**src/verilog/slj_map.svh**
```systemverilog
/*
 * register offsets, field positions, reset values and codes of the serial link
 * status and channel enable bank.
 * assumes a 12-bit byte address and 8-bit register data on the host port.
 */
`ifndef SLJ_MAP_SVH
`define SLJ_MAP_SVH

// host port widths
`define SLJ_ADDR_W 12
`define SLJ_DATA_W 8

// register offsets
`define SLJ_OFS_LINK_STATUS 12'h208
`define SLJ_OFS_CHANNEL_ENABLE_CTRL 12'h209
`define SLJ_OFS_SH_MODE 12'h20f
`define SLJ_OFS_LINK_CTRL 12'h2f0
`define SLJ_OFS_IRQ_MASK 12'h2f1

// link_status field positions
`define SLJ_ST_LINK_UP 6
`define SLJ_ST_SYNC 5
`define SLJ_ST_REALIGN 4
`define SLJ_ST_ALIGN 3
`define SLJ_ST_SPLL 2
`define SLJ_ST_CPLL 0

// channel_enable_ctrl field positions
`define SLJ_CH_SINGLE 2
`define SLJ_CH_SECOND 1
`define SLJ_CH_FIRST 0

// link control field positions
`define SLJ_CTRL_LINK_EN 0
`define SLJ_CTRL_CAL_EN 1

// reset values
`define SLJ_CHANNEL_ENABLE_CTRL_RST 8'h03
`define SLJ_SH_MODE_RST 8'h00
`define SLJ_LINK_CTRL_RST 8'h00
`define SLJ_IRQ_MASK_RST 8'h00

// channel enable values written by the receiver end
`define SLJ_CH_QUAD 8'h03
`define SLJ_CH_DUAL_AB 8'h01
`define SLJ_CH_DUAL_CD 8'h02
`define SLJ_CH_ONE 8'h05

// sync header codes
`define SLJ_SH_CRC12 2'h0
`define SLJ_SH_FEC 2'h2

`endif

```
**src/verilog/slj_pkg.sv**
```systemverilog
/*
 * types shared by both ends of the serial link status bank.
 * assumes slj_map.svh supplies the numeric constants.
 */
`default_nettype none
package slj_pkg;
	// channel arrangement the receiver end asks for
	typedef enum logic [1:0] {
		slj_mode_quad,
		slj_mode_dual_ab,
		slj_mode_dual_cd,
		slj_mode_single
	} slj_mode_t;
	// receiver end command kinds
	typedef enum logic [1:0] {
		slj_op_cfg,
		slj_op_link,
		slj_op_read,
		slj_op_flags
	} slj_op_t;
	// receiver end sequencer states
	typedef enum logic [2:0] {
		slj_st_idle,
		slj_st_chen,
		slj_st_shm,
		slj_st_on,
		slj_st_rd1,
		slj_st_rd2
	} slj_state_t;
endpackage
`default_nettype wire

```
**src/verilog/slj_if.sv**
```systemverilog
/*
 * carrier between the converter end and the receiver end: register host port,
 * the sync request line and the frame layout the converter end announces.
 * assumes both ends run on one mclk.
 */
`timescale 1ns/1ps
`default_nettype none
interface slj_if;
	// register host port
	logic [11:0] reg_addr;
	logic [7:0] reg_wdata;
	logic reg_wr;
	logic reg_rd;
	logic [7:0] reg_rdata;
	// sync request, low asserts
	logic sync_n;
	// frame layout
	logic [3:0] lane_count;
	logic [3:0] conv_count;
	logic tail_bits;
	logic pair_swap;

	modport dev (
		input reg_addr, reg_wdata, reg_wr, reg_rd, sync_n,
		output reg_rdata, lane_count, conv_count, tail_bits, pair_swap
	);
	modport rx (
		output reg_addr, reg_wdata, reg_wr, reg_rd, sync_n,
		input reg_rdata, lane_count, conv_count, tail_bits, pair_swap
	);
endinterface
`default_nettype wire

```
**src/verilog/slj_dev_end.sv**
```systemverilog
/*
 * converter end: link status, channel enable, sync header mode, link control
 * and interrupt mask registers, plus the frame layout they imply.
 * assumes pll lock levels and the sync line are asynchronous, sysref pulses
 * and the lane/converter counts come from logic on mclk.
 */
// The address-and-strobe port was decided locally.
`timescale 1ns/1ps
`default_nettype none
`include "slj_map.svh"
module slj_dev_end (
	// clock and reset
	input wire logic mclk,
	input wire logic rst_b,
	// link carrier
	slj_if.dev link,
	// analog lock levels, asynchronous
	input wire logic serializer_pll_lock,
	input wire logic sampling_pll_lock,
	// sysref events, one-cycle pulses on mclk
	input wire logic sysref_realign,
	input wire logic sysref_event,
	// frame setup from the mode logic
	input wire logic [3:0] full_lane_count,
	input wire logic [3:0] full_converter_count,
	input wire logic mode_is_64b66b,
	// datapath controls
	output logic [3:0] chan_enable_q,
	output logic one_channel_mode_enable_q,
	output logic link_enable_q,
	output logic cal_enable_q,
	output logic send_crc12_q,
	output logic send_fec_q,
	// interrupt
	output logic irq_q
);
	import slj_pkg::*;

	// address match, used by every decode below
	function automatic logic hit(input logic [11:0] a, input logic [11:0] o);
		hit = (a == o);
	endfunction

	// lanes after halving, rounded up
	function automatic logic [3:0] half_up(input logic [3:0] n);
		logic [4:0] s;
		s = {1'b0, n} + 5'h01;
		half_up = s[4:1];
	endfunction

	logic [2:0] meta_q; // first stage: sync_n, spll, cpll
	logic [2:0] live_q; // second stage, the only readable copy
	logic [7:0] channel_enable_ctrl_q; // channel_enable_ctrl, reserved bits kept as written
	logic [7:0] sh_mode_q; // sync_header_mode_ctrl
	logic [7:0] ctrl_q; // link and calibration enables
	logic [7:0] mask_q; // interrupt mask, same layout as link_status
	logic realign_q; // sticky phase-shifted flag
	logic align_q; // sticky multiframe_phase_set_flag
	logic armed_q; // waiting for the first sysref after enable
	logic link_en_d1_q; // previous link enable, for the rising edge
	logic link_up_q; // link established
	logic [7:0] status_w; // assembled status byte
	logic wr_status; // write to link_status this cycle
	logic wr_ch; // write to channel_enable_ctrl
	logic wr_sh; // write to sync_header_mode_ctrl
	logic wr_ctrl; // write to link control
	logic wr_mask; // write to interrupt mask
	logic reduced; // one pair is off, frame shrinks
	logic single; // one channel mode selected
	logic pair_a; // first pair enable
	logic pair_c; // second pair enable

	// write decodes
	assign wr_status = link.reg_wr & hit(link.reg_addr, `SLJ_OFS_LINK_STATUS);
	assign wr_ch = link.reg_wr & hit(link.reg_addr, `SLJ_OFS_CHANNEL_ENABLE_CTRL);
	assign wr_sh = link.reg_wr & hit(link.reg_addr, `SLJ_OFS_SH_MODE);
	assign wr_ctrl = link.reg_wr & hit(link.reg_addr, `SLJ_OFS_LINK_CTRL);
	assign wr_mask = link.reg_wr & hit(link.reg_addr, `SLJ_OFS_IRQ_MASK);

	// channel field views
	assign single = channel_enable_ctrl_q[`SLJ_CH_SINGLE];
	assign pair_a = channel_enable_ctrl_q[`SLJ_CH_FIRST];
	assign pair_c = channel_enable_ctrl_q[`SLJ_CH_SECOND];
	// single mode counts as a disabled pair too, since c and d are off
	assign reduced = single | ~pair_a | ~pair_c;

	// status byte; reserved bits read zero, live bits never stored from writes
	always_comb begin
		status_w = 8'h00;
		status_w[`SLJ_ST_LINK_UP] = link_up_q;
		status_w[`SLJ_ST_SYNC] = live_q[2];
		status_w[`SLJ_ST_REALIGN] = realign_q;
		status_w[`SLJ_ST_ALIGN] = align_q;
		status_w[`SLJ_ST_SPLL] = live_q[1];
		status_w[`SLJ_ST_CPLL] = live_q[0];
	end

	// two-stage synchronisers for the pin and analog levels
	always_ff @(posedge mclk or negedge rst_b) begin
		if (!rst_b) begin
			meta_q <= 3'h0;
			live_q <= 3'h0;
		end else begin
			meta_q <= {link.sync_n, serializer_pll_lock, sampling_pll_lock};
			live_q <= meta_q;
		end
	end

	// control registers; status writes only reach the sticky flags
	always_ff @(posedge mclk or negedge rst_b) begin
		if (!rst_b) begin
			channel_enable_ctrl_q <= `SLJ_CHANNEL_ENABLE_CTRL_RST;
			sh_mode_q <= `SLJ_SH_MODE_RST;
			ctrl_q <= `SLJ_LINK_CTRL_RST;
			mask_q <= `SLJ_IRQ_MASK_RST;
		end else begin
			if (wr_ch) begin
				channel_enable_ctrl_q <= link.reg_wdata;
			end
			if (wr_sh) begin
				sh_mode_q <= link.reg_wdata;
			end
			if (wr_ctrl) begin
				ctrl_q <= link.reg_wdata;
			end
			if (wr_mask) begin
				mask_q <= link.reg_wdata;
			end
		end
	end

	// link up: enabled, sync released by the receiver, serializer locked
	always_ff @(posedge mclk or negedge rst_b) begin
		if (!rst_b) begin
			link_up_q <= 1'b0;
		end else begin
			link_up_q <= ctrl_q[`SLJ_CTRL_LINK_EN] & live_q[2] & live_q[1];
		end
	end

	// realign flag; a new event beats a clear in the same cycle
	always_ff @(posedge mclk or negedge rst_b) begin
		if (!rst_b) begin
			realign_q <= 1'b0;
		end else if (sysref_realign) begin
			realign_q <= 1'b1;
		end else if (wr_status & link.reg_wdata[`SLJ_ST_REALIGN]) begin
			realign_q <= 1'b0;
		end
	end

	// arm on the enable edge, set the flag at the first sysref that follows
	always_ff @(posedge mclk or negedge rst_b) begin
		if (!rst_b) begin
			link_en_d1_q <= 1'b0;
			armed_q <= 1'b0;
		end else begin
			link_en_d1_q <= ctrl_q[`SLJ_CTRL_LINK_EN];
			if (!ctrl_q[`SLJ_CTRL_LINK_EN]) begin
				armed_q <= 1'b0;
			end else if (!link_en_d1_q) begin
				armed_q <= 1'b1;
			end else if (sysref_event) begin
				armed_q <= 1'b0;
			end
		end
	end

	// multiframe phase flag; only the armed sysref sets it, set beats clear
	always_ff @(posedge mclk or negedge rst_b) begin
		if (!rst_b) begin
			align_q <= 1'b0;
		end else if (sysref_event & armed_q & link_en_d1_q) begin
			align_q <= 1'b1;
		end else if (wr_status & link.reg_wdata[`SLJ_ST_ALIGN]) begin
			align_q <= 1'b0;
		end
	end

	// read data stand one cycle after the strobe, zero otherwise
	always_ff @(posedge mclk or negedge rst_b) begin
		if (!rst_b) begin
			link.reg_rdata <= 8'h00;
		end else if (!link.reg_rd) begin
			link.reg_rdata <= 8'h00;
		end else if (hit(link.reg_addr, `SLJ_OFS_LINK_STATUS)) begin
			link.reg_rdata <= status_w;
		end else if (hit(link.reg_addr, `SLJ_OFS_CHANNEL_ENABLE_CTRL)) begin
			link.reg_rdata <= channel_enable_ctrl_q;
		end else if (hit(link.reg_addr, `SLJ_OFS_SH_MODE)) begin
			link.reg_rdata <= sh_mode_q;
		end else if (hit(link.reg_addr, `SLJ_OFS_LINK_CTRL)) begin
			link.reg_rdata <= ctrl_q;
		end else if (hit(link.reg_addr, `SLJ_OFS_IRQ_MASK)) begin
			link.reg_rdata <= mask_q;
		end else begin
			// unmapped addresses read zero
			link.reg_rdata <= 8'h00;
		end
	end

	// per-channel enables {d, c, b, a}
	always_ff @(posedge mclk or negedge rst_b) begin
		if (!rst_b) begin
			chan_enable_q <= 4'h0;
			one_channel_mode_enable_q <= 1'b0;
		end else if (single) begin
			// only a runs; b goes with c and d even though a is its pair
			chan_enable_q <= {3'h0, pair_a};
			one_channel_mode_enable_q <= 1'b1;
		end else begin
			chan_enable_q <= {pair_c, pair_c, pair_a, pair_a};
			one_channel_mode_enable_q <= 1'b0;
		end
	end

	// frame layout the receiver has to match
	always_ff @(posedge mclk or negedge rst_b) begin
		if (!rst_b) begin
			link.lane_count <= 4'h0;
			link.conv_count <= 4'h0;
			link.tail_bits <= 1'b0;
			link.pair_swap <= 1'b0;
		end else begin
			link.lane_count <= reduced ? half_up(full_lane_count) : full_lane_count;
			link.conv_count <= reduced ? {1'b0, full_converter_count[3:1]} :
				full_converter_count;
			link.tail_bits <= reduced & full_lane_count[0];
			link.pair_swap <= ~single & ~pair_a & pair_c;
		end
	end

	// enables and sync word choice; reserved codes send neither word
	always_ff @(posedge mclk or negedge rst_b) begin
		if (!rst_b) begin
			link_enable_q <= 1'b0;
			cal_enable_q <= 1'b0;
			send_crc12_q <= 1'b0;
			send_fec_q <= 1'b0;
		end else begin
			link_enable_q <= ctrl_q[`SLJ_CTRL_LINK_EN];
			cal_enable_q <= ctrl_q[`SLJ_CTRL_CAL_EN];
			send_crc12_q <= mode_is_64b66b & (sh_mode_q[1:0] == `SLJ_SH_CRC12);
			send_fec_q <= mode_is_64b66b & (sh_mode_q[1:0] == `SLJ_SH_FEC);
		end
	end

	// level interrupt from the unmasked sticky flags
	always_ff @(posedge mclk or negedge rst_b) begin
		if (!rst_b) begin
			irq_q <= 1'b0;
		end else begin
			irq_q <= (realign_q & mask_q[`SLJ_ST_REALIGN]) |
				(align_q & mask_q[`SLJ_ST_ALIGN]);
		end
	end
endmodule
`default_nettype wire

```
**src/flat_wrapper.sv**
```systemverilog
// flat-port wrapper written by rule: the top's interface ports become plain ports
module slj_dev_end_flat import slj_pkg::*;
  (mclk, rst_b, serializer_pll_lock, sampling_pll_lock, sysref_realign, sysref_event, full_lane_count, full_converter_count, mode_is_64b66b, chan_enable_q, one_channel_mode_enable_q, link_enable_q, cal_enable_q, send_crc12_q, send_fec_q, irq_q, link_reg_addr, link_reg_wdata, link_reg_wr, link_reg_rd, link_sync_n, link_reg_rdata, link_lane_count, link_conv_count, link_tail_bits, link_pair_swap);
  slj_if link_i ();
  input wire logic mclk;
  input wire logic rst_b;
  input wire logic serializer_pll_lock;
  input wire logic sampling_pll_lock;
  input wire logic sysref_realign;
  input wire logic sysref_event;
  input wire logic [3:0] full_lane_count;
  input wire logic [3:0] full_converter_count;
  input wire logic mode_is_64b66b;
  output logic [3:0] chan_enable_q;
  output logic one_channel_mode_enable_q;
  output logic link_enable_q;
  output logic cal_enable_q;
  output logic send_crc12_q;
  output logic send_fec_q;
  output logic irq_q;
  input wire logic [$bits(link_i.reg_addr)-1:0] link_reg_addr;
  input wire logic [$bits(link_i.reg_wdata)-1:0] link_reg_wdata;
  input wire logic [$bits(link_i.reg_wr)-1:0] link_reg_wr;
  input wire logic [$bits(link_i.reg_rd)-1:0] link_reg_rd;
  input wire logic [$bits(link_i.sync_n)-1:0] link_sync_n;
  output wire logic [$bits(link_i.reg_rdata)-1:0] link_reg_rdata;
  output wire logic [$bits(link_i.lane_count)-1:0] link_lane_count;
  output wire logic [$bits(link_i.conv_count)-1:0] link_conv_count;
  output wire logic [$bits(link_i.tail_bits)-1:0] link_tail_bits;
  output wire logic [$bits(link_i.pair_swap)-1:0] link_pair_swap;
  assign link_i.reg_addr = link_reg_addr;
  assign link_i.reg_wdata = link_reg_wdata;
  assign link_i.reg_wr = link_reg_wr;
  assign link_i.reg_rd = link_reg_rd;
  assign link_i.sync_n = link_sync_n;
  assign link_reg_rdata = link_i.reg_rdata;
  assign link_lane_count = link_i.lane_count;
  assign link_conv_count = link_i.conv_count;
  assign link_tail_bits = link_i.tail_bits;
  assign link_pair_swap = link_i.pair_swap;
  slj_dev_end u_core (.mclk(mclk), .rst_b(rst_b), .link(link_i), .serializer_pll_lock(serializer_pll_lock), .sampling_pll_lock(sampling_pll_lock), .sysref_realign(sysref_realign), .sysref_event(sysref_event), .full_lane_count(full_lane_count), .full_converter_count(full_converter_count), .mode_is_64b66b(mode_is_64b66b), .chan_enable_q(chan_enable_q), .one_channel_mode_enable_q(one_channel_mode_enable_q), .link_enable_q(link_enable_q), .cal_enable_q(cal_enable_q), .send_crc12_q(send_crc12_q), .send_fec_q(send_fec_q), .irq_q(irq_q));
endmodule
```
**config.mk**
```make
export PLATFORM = sky130hd
export DESIGN_NAME = slj_dev_end_flat
export DESIGN_NICKNAME = d
export VERILOG_FILES = /design/src/verilog/slj_pkg.sv /design/src/verilog/slj_if.sv /design/src/verilog/slj_dev_end.sv /design/src/flat_wrapper.sv
export VERILOG_INCLUDE_DIRS = /design/src /design/src/verilog
export SDC_FILE = /design/constraint.sdc
export NUM_CORES = 1
export LEC_CHECK = 0
export BUFFER_PORTS_ARGS = -buffer_cell sky130_fd_sc_hd__buf_4
export CORE_UTILIZATION = 25
export DETAILED_ROUTE_END_ITERATION = 10
export GPL_TIMING_DRIVEN = 0
export PLACE_DENSITY = 0.42
export RECOVER_POWER = 50
export SLEW_MARGIN = 20
export SYNTH_ARGS = -nofsm -noshare
export SYNTH_HDL_FRONTEND = slang
export SYNTH_SLANG_ARGS = --single-unit
```
**constraint.sdc**
```tcl
create_clock -name mclk -period 2.85 [get_ports mclk]
set_input_delay 0.57 -clock mclk [delete_from_list [all_inputs] [get_ports mclk]]
set_output_delay 0.57 -clock mclk [all_outputs]
set_load 0.005 [all_outputs]
```
==> results of run 1 <==
-- worst paths after layout --
kind | from | end | slack (ns) | cells past startpoint
min | u_core.meta_q[2]$_DFF_PN0_ | u_core.live_q[2]$_DFF_PN0_ | 0.35 | 0
max | link_reg_addr[1] | u_core.ctrl_q[3]$_DFFE_PN0P_ | 0.63 | 5
min in group asynchronous | rst_b | u_core.mask_q[7]$_DFFE_PN0P_ | 0.71 | 1
min reg2reg | u_core.meta_q[2]$_DFF_PN0_ | u_core.live_q[2]$_DFF_PN0_ | 0.35 | 0
max reg2reg | u_core.channel_enable_ctrl_q[1]$_DFFE_PN1P_ | u_core.link.lane_count[0]$_DFF_PN0_ | 1.23 | 3
max in group asynchronous | rst_b | u_core.link.reg_rdata[2]$_DFF_PN0_ | 1.13 | 1
-- report_power, final --
group          internal, mW  total, mW  switching (mW)  leakage (nW)
clock network         0.878       1.30           0.419         0.173
registers             0.995       1.00         0.00603         0.920
logic                0.0626      0.135          0.0727         0.818
total                  1.94       2.43           0.498          1.91
-- cell type report --
class / instances / area [um2]
Sequential cell: 69 / 1730
Inverter: 6 / 22.5
Tap cell: 143 / 179
Multi-Input combinational cell: 133 / 1140
Buffer: 10 / 43.8
Fill cell: 1169 / 7480
Clock buffer: 10 / 239
Timing Repair Buffer: 64 / 478
Clock inverter: 6 / 109
-- layout by cell type (no fill, tap or decap), types with 3 or more instances in the layout --
master	instances
and3_1	4
clkbuf_16	9
buf_4	61
nor2_1	3
a221oi_1	6
clkbuf_1	5
o21ai_0	6
o221a_2	6
dfrtp_1	67
a21oi_1	15
mux2_2	44
nand2_1	10
clkbuf_4	3
inv_1	6
bufinv_16	3
nand3_1	8
-- metal layers --
layer	vias up	wire length [um]
met1	1014	3370
li1	952	-
met4	0	128
met2	60	3570
met5	-	0
met3	10	366
-- state kept, by name (all words and copies together) (netlist names), 3 cells and up --
signal	count
u_core.mask_q	8
u_core.meta_q	3
u_core.link.conv_count	4
u_core.link.lane_count	4
u_core.chan_enable_q	3
u_core.live_q	3
u_core.sh_mode_q	8
u_core.channel_enable_ctrl_q	8
u_core.ctrl_q	8
u_core.link.reg_rdata	8
-- critical path, cell delays in order --
cell,delay (ns)
buf_4,0.14
nor4b_4,0.50
and2_4,0.26
nor3b_4,0.55
mux2_2,0.40
-- logic make-up (layout without fill, tap and decap cells) --
| group | Yosys count | count (layout) |
|---|---|---|
| buffers and inverters | 16 | 96 |
| and+or+nand+nor | 48 | 48 |
| adders and majority gates | 1 | 1 |
| AOI/OAI and AO/OA | 38 | 38 |
| xor gates and xnor gates | 1 | 1 |
| muxes | 45 | 45 |
| DFF | 69 | 69 |
-- Yosys cell counts, types with 2 or more instances --
cell,count,area (um2)
o31ai_1,2,15.0
a21oi_1,15,75.1
and2_1,2,12.5
inv_1,6,22.5
nand2b_1,2,12.5
clkbuf_1,5,18.8
a221oi_1,6,52.6
or2_2,2,12.5
dfrtp_1,67,1680
nand3_1,8,40.0
a21boi_0,2,15.0
nor4b_4,2,47.6
nor2_1,3,11.3
nor4_1,2,12.5
dfstp_2,2,52.6
and3_1,4,25.0
nand2_1,10,37.5
mux2_2,44,495
o21ai_0,6,30.0
o221a_2,6,67.6
nor3_4,2,32.5
nand4_1,2,12.5
buf_1,2,7.51
-- through the flow --
stage	cell area [um2]	worst slack (ns)	hold WS (ns)
6_report	3940	0.634	0.353
5_1_grt	3940	0.550	0.360
4_1_cts	3940	0.635	0.341
3_5_place_dp	3590	0.297	0.337
3_3_place_gp	3590	0.308	0.341
2_1_floorplan	2940	0.849	0.274
==> qor.csv, run 1 <==
metric,value,unit
CP arrival,2.43,ns
Synth Register Bits,69,
Leakage,1.91,nW
Layout Utilization,0.345,
relative slew slack,-0.155,
met2 usage,0.203,
main combinational cell family by area after synthesis,multiplexers,
GR Util All Layers,0.134,
worst endpoint required time,3.06,ns
Worst Tran Pin Value,1.73,ns
first-pass GRT wire length,11600,um
multiplexer share of the synthesized area,0.172,
Placer Congestion,0.720,
failing checks,"capacitance limit, slew limit",
most used routing layer,met2,
ys flop type,dfrtp_1,
H-tree Lvls,3,
gr ovfl total,0,
die width,110,um
Yosys warnings,0,
status,"complete, but fails checks",
Global Route met3 Usage,0.0300,
Worst Skew,0.00559,ns
Gate Count Post-Synth,218,
starting density of the core,0.257,
vias in the first global route,2037,
largest net degree at the start of global routing,70,
post-synthesis cell type count,39,
"Hold Violations, Final",0,
DRC errors left,0,
final-stage net count,332,
post-synthesis xor/xnor area fraction,0.00298,
"Avg Cell Area, Syn",13.5,um2
sequential share of the synthesized area,0.589,
input/output buffers,64,
Hold Buf Count CTS,0,
Synth Area in Adders,0.00426,
I/O pin count,66,
met1 global-route usage,0.184,
Power Density,618,nW/um2
maximum root-to-sink buffer count,2,
placed cells,425,
Mapped Area,2940,um2
number of synthesized flops with an enable pin,0,
Area Overhead vs Synth,34.2,%
Root Driver,clkbuf_16,
initial antenna violation count,0,
Num CTS Buffers,9,
Post-CTS Repair Setup Buffers,0,
RSZ-0062 raised after global routing,no,
Min-Delay Path Class,flop to flop,
Simple-Gate Fraction of Synth Area,0.119,
post-synth net total,257,
FP Rows,39,
critical path class,input port to flop,
Sink Count,69,
clk_lat worst skew,0.33,ns
Worst Path Max Fanout,8,
Finished Layout Cells,441,
final setup TNS,0,ns
Setup Viol. Count Final,0,
CP Capture Type,flop,
Avg WL per Cell,16.9,um
ant diodes,0,
"CTS clk-pin slew, worst paths",0.06,ns
core box area,11400,um2
"Slew Viols, Final",70,
max cap viols,1,
layout cells sized above 1,0.483,
post-cts resize count,0,
Routed Antenna Nets,0,
CTS tree,done,
Initial DRC Count,48,
routed wire length,7440,um
mean number of vias per cell,4.62,
fmax,0.451,GHz
fraction of registers with async set/reset,1.00,
Tmin final,2.22,ns
Die Y,110,um
Compound-Gate Fraction of Synth Area,0.0899,
peak supply drop,297,uV
via count,2036,
die area,12200,um2
total power,2.43,mW
DP HPWL,5020,um
First-pass DRT Iterations,4,
critical path startpoint category,input port,
period utilization,0.777,
Note: power is estimated with default switching activity, not from simulation.
==> inputs of run 2 (changes only) <==
==> constraint.sdc (replaced) <==
create_clock -name mclk -period 2.17 [get_ports mclk]
set_input_delay 0.434 -clock mclk [delete_from_list [all_inputs] [get_ports mclk]]
set_output_delay 0.434 -clock mclk [all_outputs]
set_load 0.005 [all_outputs]
==> run 2 against run 1 <==
Against the previous run: the flow still finishes with violations (capacitance limit, slew limit); power increased by 31%; via count unchanged; critical path depth unchanged; die area unchanged; routed wire length about the same; register-to-register slack got worse by 0.64 ns; sequential power increased by 32%; cell count unchanged; sequential share of layout area unchanged; clock skew about the same; utilization unchanged; critical endpoint unchanged.
==> qor.csv, run 2 (synthesis results as in run 1) <==
metric,value,unit
status,"complete, but fails checks",
failing checks,"capacitance limit, slew limit",
Worst Skew,0.00559,ns
Sink Count,69,
Placer Congestion,0.720,
worst hold slack,0.235,ns
Worst Tran Pin Value,1.73,ns
H-tree Lvls,3,
Power Density,811,nW/um2
CP Cell Sequence,buf_4 > nor4b_4 > and2_4 > nor3b_4 > mux2_2,
most used routing layer,met2,
Tmin final,2.08,ns
die area,12200,um2
peak supply drop,390,uV
Area Overhead vs Synth,34.2,%
most frequent cells in the layout,"dfrtp_1 (67), buf_4 (61), mux2_2 (44)",
Initial DRC Count,48,
die width,110,um
met1 global-route usage,0.184,
multi-input logic area,1140,um2
layout cells sized above 1,0.487,
ant diodes,0,
first-pass GRT wire length,11600,um
CTS tree,done,
Buffers & Inverters on Critical Path,1,
initial antenna violation count,0,
input/output buffers,64,
"Hold Violations, Final",0,
critical path class,input port to flop,
RSZ-0062 raised after global routing,no,
Hold Crit Start,serializer_pll_lock,
worst endpoint required time,2.38,ns
FP Rows,39,
# fillers,1169,
relative slew slack,-0.155,
Avg WL per Cell,16.9,um
Num CTS Buffers,9,
DRC errors left,0,
mean number of vias per cell,4.62,
fmax,0.481,GHz
max cap viols,1,
GR Util All Layers,0.134,
Hold Buf Count CTS,0,
Hold Crit Depth,1,
R2R cell count,3,
Min-Delay Endpoint,u_core.meta_q[1]$_DFF_PN0_,
Setup Viol. Count Final,0,
Routed Antenna Nets,0,
Die Y,110,um
"Slew Viols, Final",70,
"most common cell after layout, fill and taps aside",dfrtp_1,
I/O pin count,66,
clk_lat worst skew,0.33,ns
Worst path top cell family by delay,simple AND/OR/NAND/NOR gates,
"CTS clk-pin slew, worst paths",0.06,ns
critical path startpoint category,input port,
starting density of the core,0.257,
FF/Latch Area,1730,um2
DP HPWL,5020,um
FF-to-FF setup slack,0.59,ns
worst r2r src,u_core.channel_enable_ctrl_q[1]$_DFFE_PN1P_,
slowest stage cell on the critical path,nor3b_4,
Leakage,1.91,nW
CP arrival,2.29,ns
largest net degree at the start of global routing,70,
Min-Delay Path Class,input port to flop,
Worst Path Max Fanout,8,
Post-CTS Repair Setup Buffers,0,
maximum root-to-sink buffer count,2,
routed wire length,7440,um
met2 usage,0.203,
final-stage net count,332,
core box area,11400,um2
period utilization,0.958,
post-cts resize count,0,
Global Route met3 Usage,0.0300,
gr ovfl total,0,
via count,2036,
crit-path max cell delay,0.55,ns
reg2reg end,u_core.link.lane_count[0]$_DFF_PN0_,
Root Driver,clkbuf_16,
final setup TNS,0,ns
First-pass DRT Iterations,4,
vias in the first global route,2037,
CP Capture Type,flop,
==> run 2: cell types whose count changed in the layout (fill, tap and decap cells not counted) <==
cell,before,now
dfstp_2,0,1
dfstp_1,2,1
==> run 2: worst register-to-register path, delay by kind of cell, from the launching register on <==
kind / cells / cell delay, ns
flops: 1 / 0.57
mux: 1 / 0.35
simple gates: 2 / 0.55
==> run 2: layout make-up <==
cell class                      instances  area share
Buffer                                 10      0.0111
Clock buffer                           10      0.0607
Clock inverter                          6      0.0276
Inverter                                6     0.00572
Multi-Input combinational cell        133       0.289
Sequential cell                        69       0.439
Tap cell                              143      0.0454
Timing Repair Buffer                   64       0.121
==> run 2: per-stage QoR <==
stage | utilization | total power [mW] | cell area, um2 | instances | setup slack [ns]
2_1_floorplan | - | 1.39 | 2940 | 218 | 0.305
3_3_place_gp | 0.315 | 1.52 | 3590 | 425 | -0.236
3_5_place_dp | 0.315 | 1.52 | 3590 | 425 | -0.247
4_1_cts | 0.345 | 3.26 | 3940 | 441 | 0.0905
5_1_grt | 0.345 | 3.33 | 3940 | 441 | 0.00555
6_report | 0.345 | 3.20 | 3940 | 441 | 0.0902
==> run 2: worst max-delay path by stage <==
stage | start | endpoint | slack [ns] | cells past startpoint
finish | link_reg_addr[1] | u_core.ctrl_q[3]$_DFFE_PN0P_ | 0.09 | 5
global route | link_reg_addr[1] | u_core.ctrl_q[6]$_DFFE_PN0P_ | 0.006 | 5
CTS | link_reg_addr[1] | u_core.ctrl_q[3]$_DFFE_PN0P_ | 0.09 | 5
detailed placement | link_reg_addr[1] | u_core.ctrl_q[3]$_DFFE_PN0P_ | -0.25 | 5
global placement | link_reg_addr[1] | u_core.ctrl_q[2]$_DFFE_PN0P_ | -0.24 | 5
floorplan | link_reg_addr[5] | u_core.channel_enable_ctrl_q[2]$_DFFE_PN0P_ | 0.30 | 4
==> run 2: routing by layer <==
layer / vias up / part of all wire
li1: 952 / -
met4: 0 / 0.017
met2: 60 / 0.48
met1: 1014 / 0.45
met5: - / 0
met3: 10 / 0.049
==> run 2: report_power, final <==
part           switching (mW)  internal [mW]  total (mW)  leakage [nW]
combinational          0.0955         0.0822       0.178         0.818
sequential            0.00792           1.31        1.32         0.919
clock                   0.550           1.15        1.70         0.173
total                   0.654           2.54        3.20          1.91
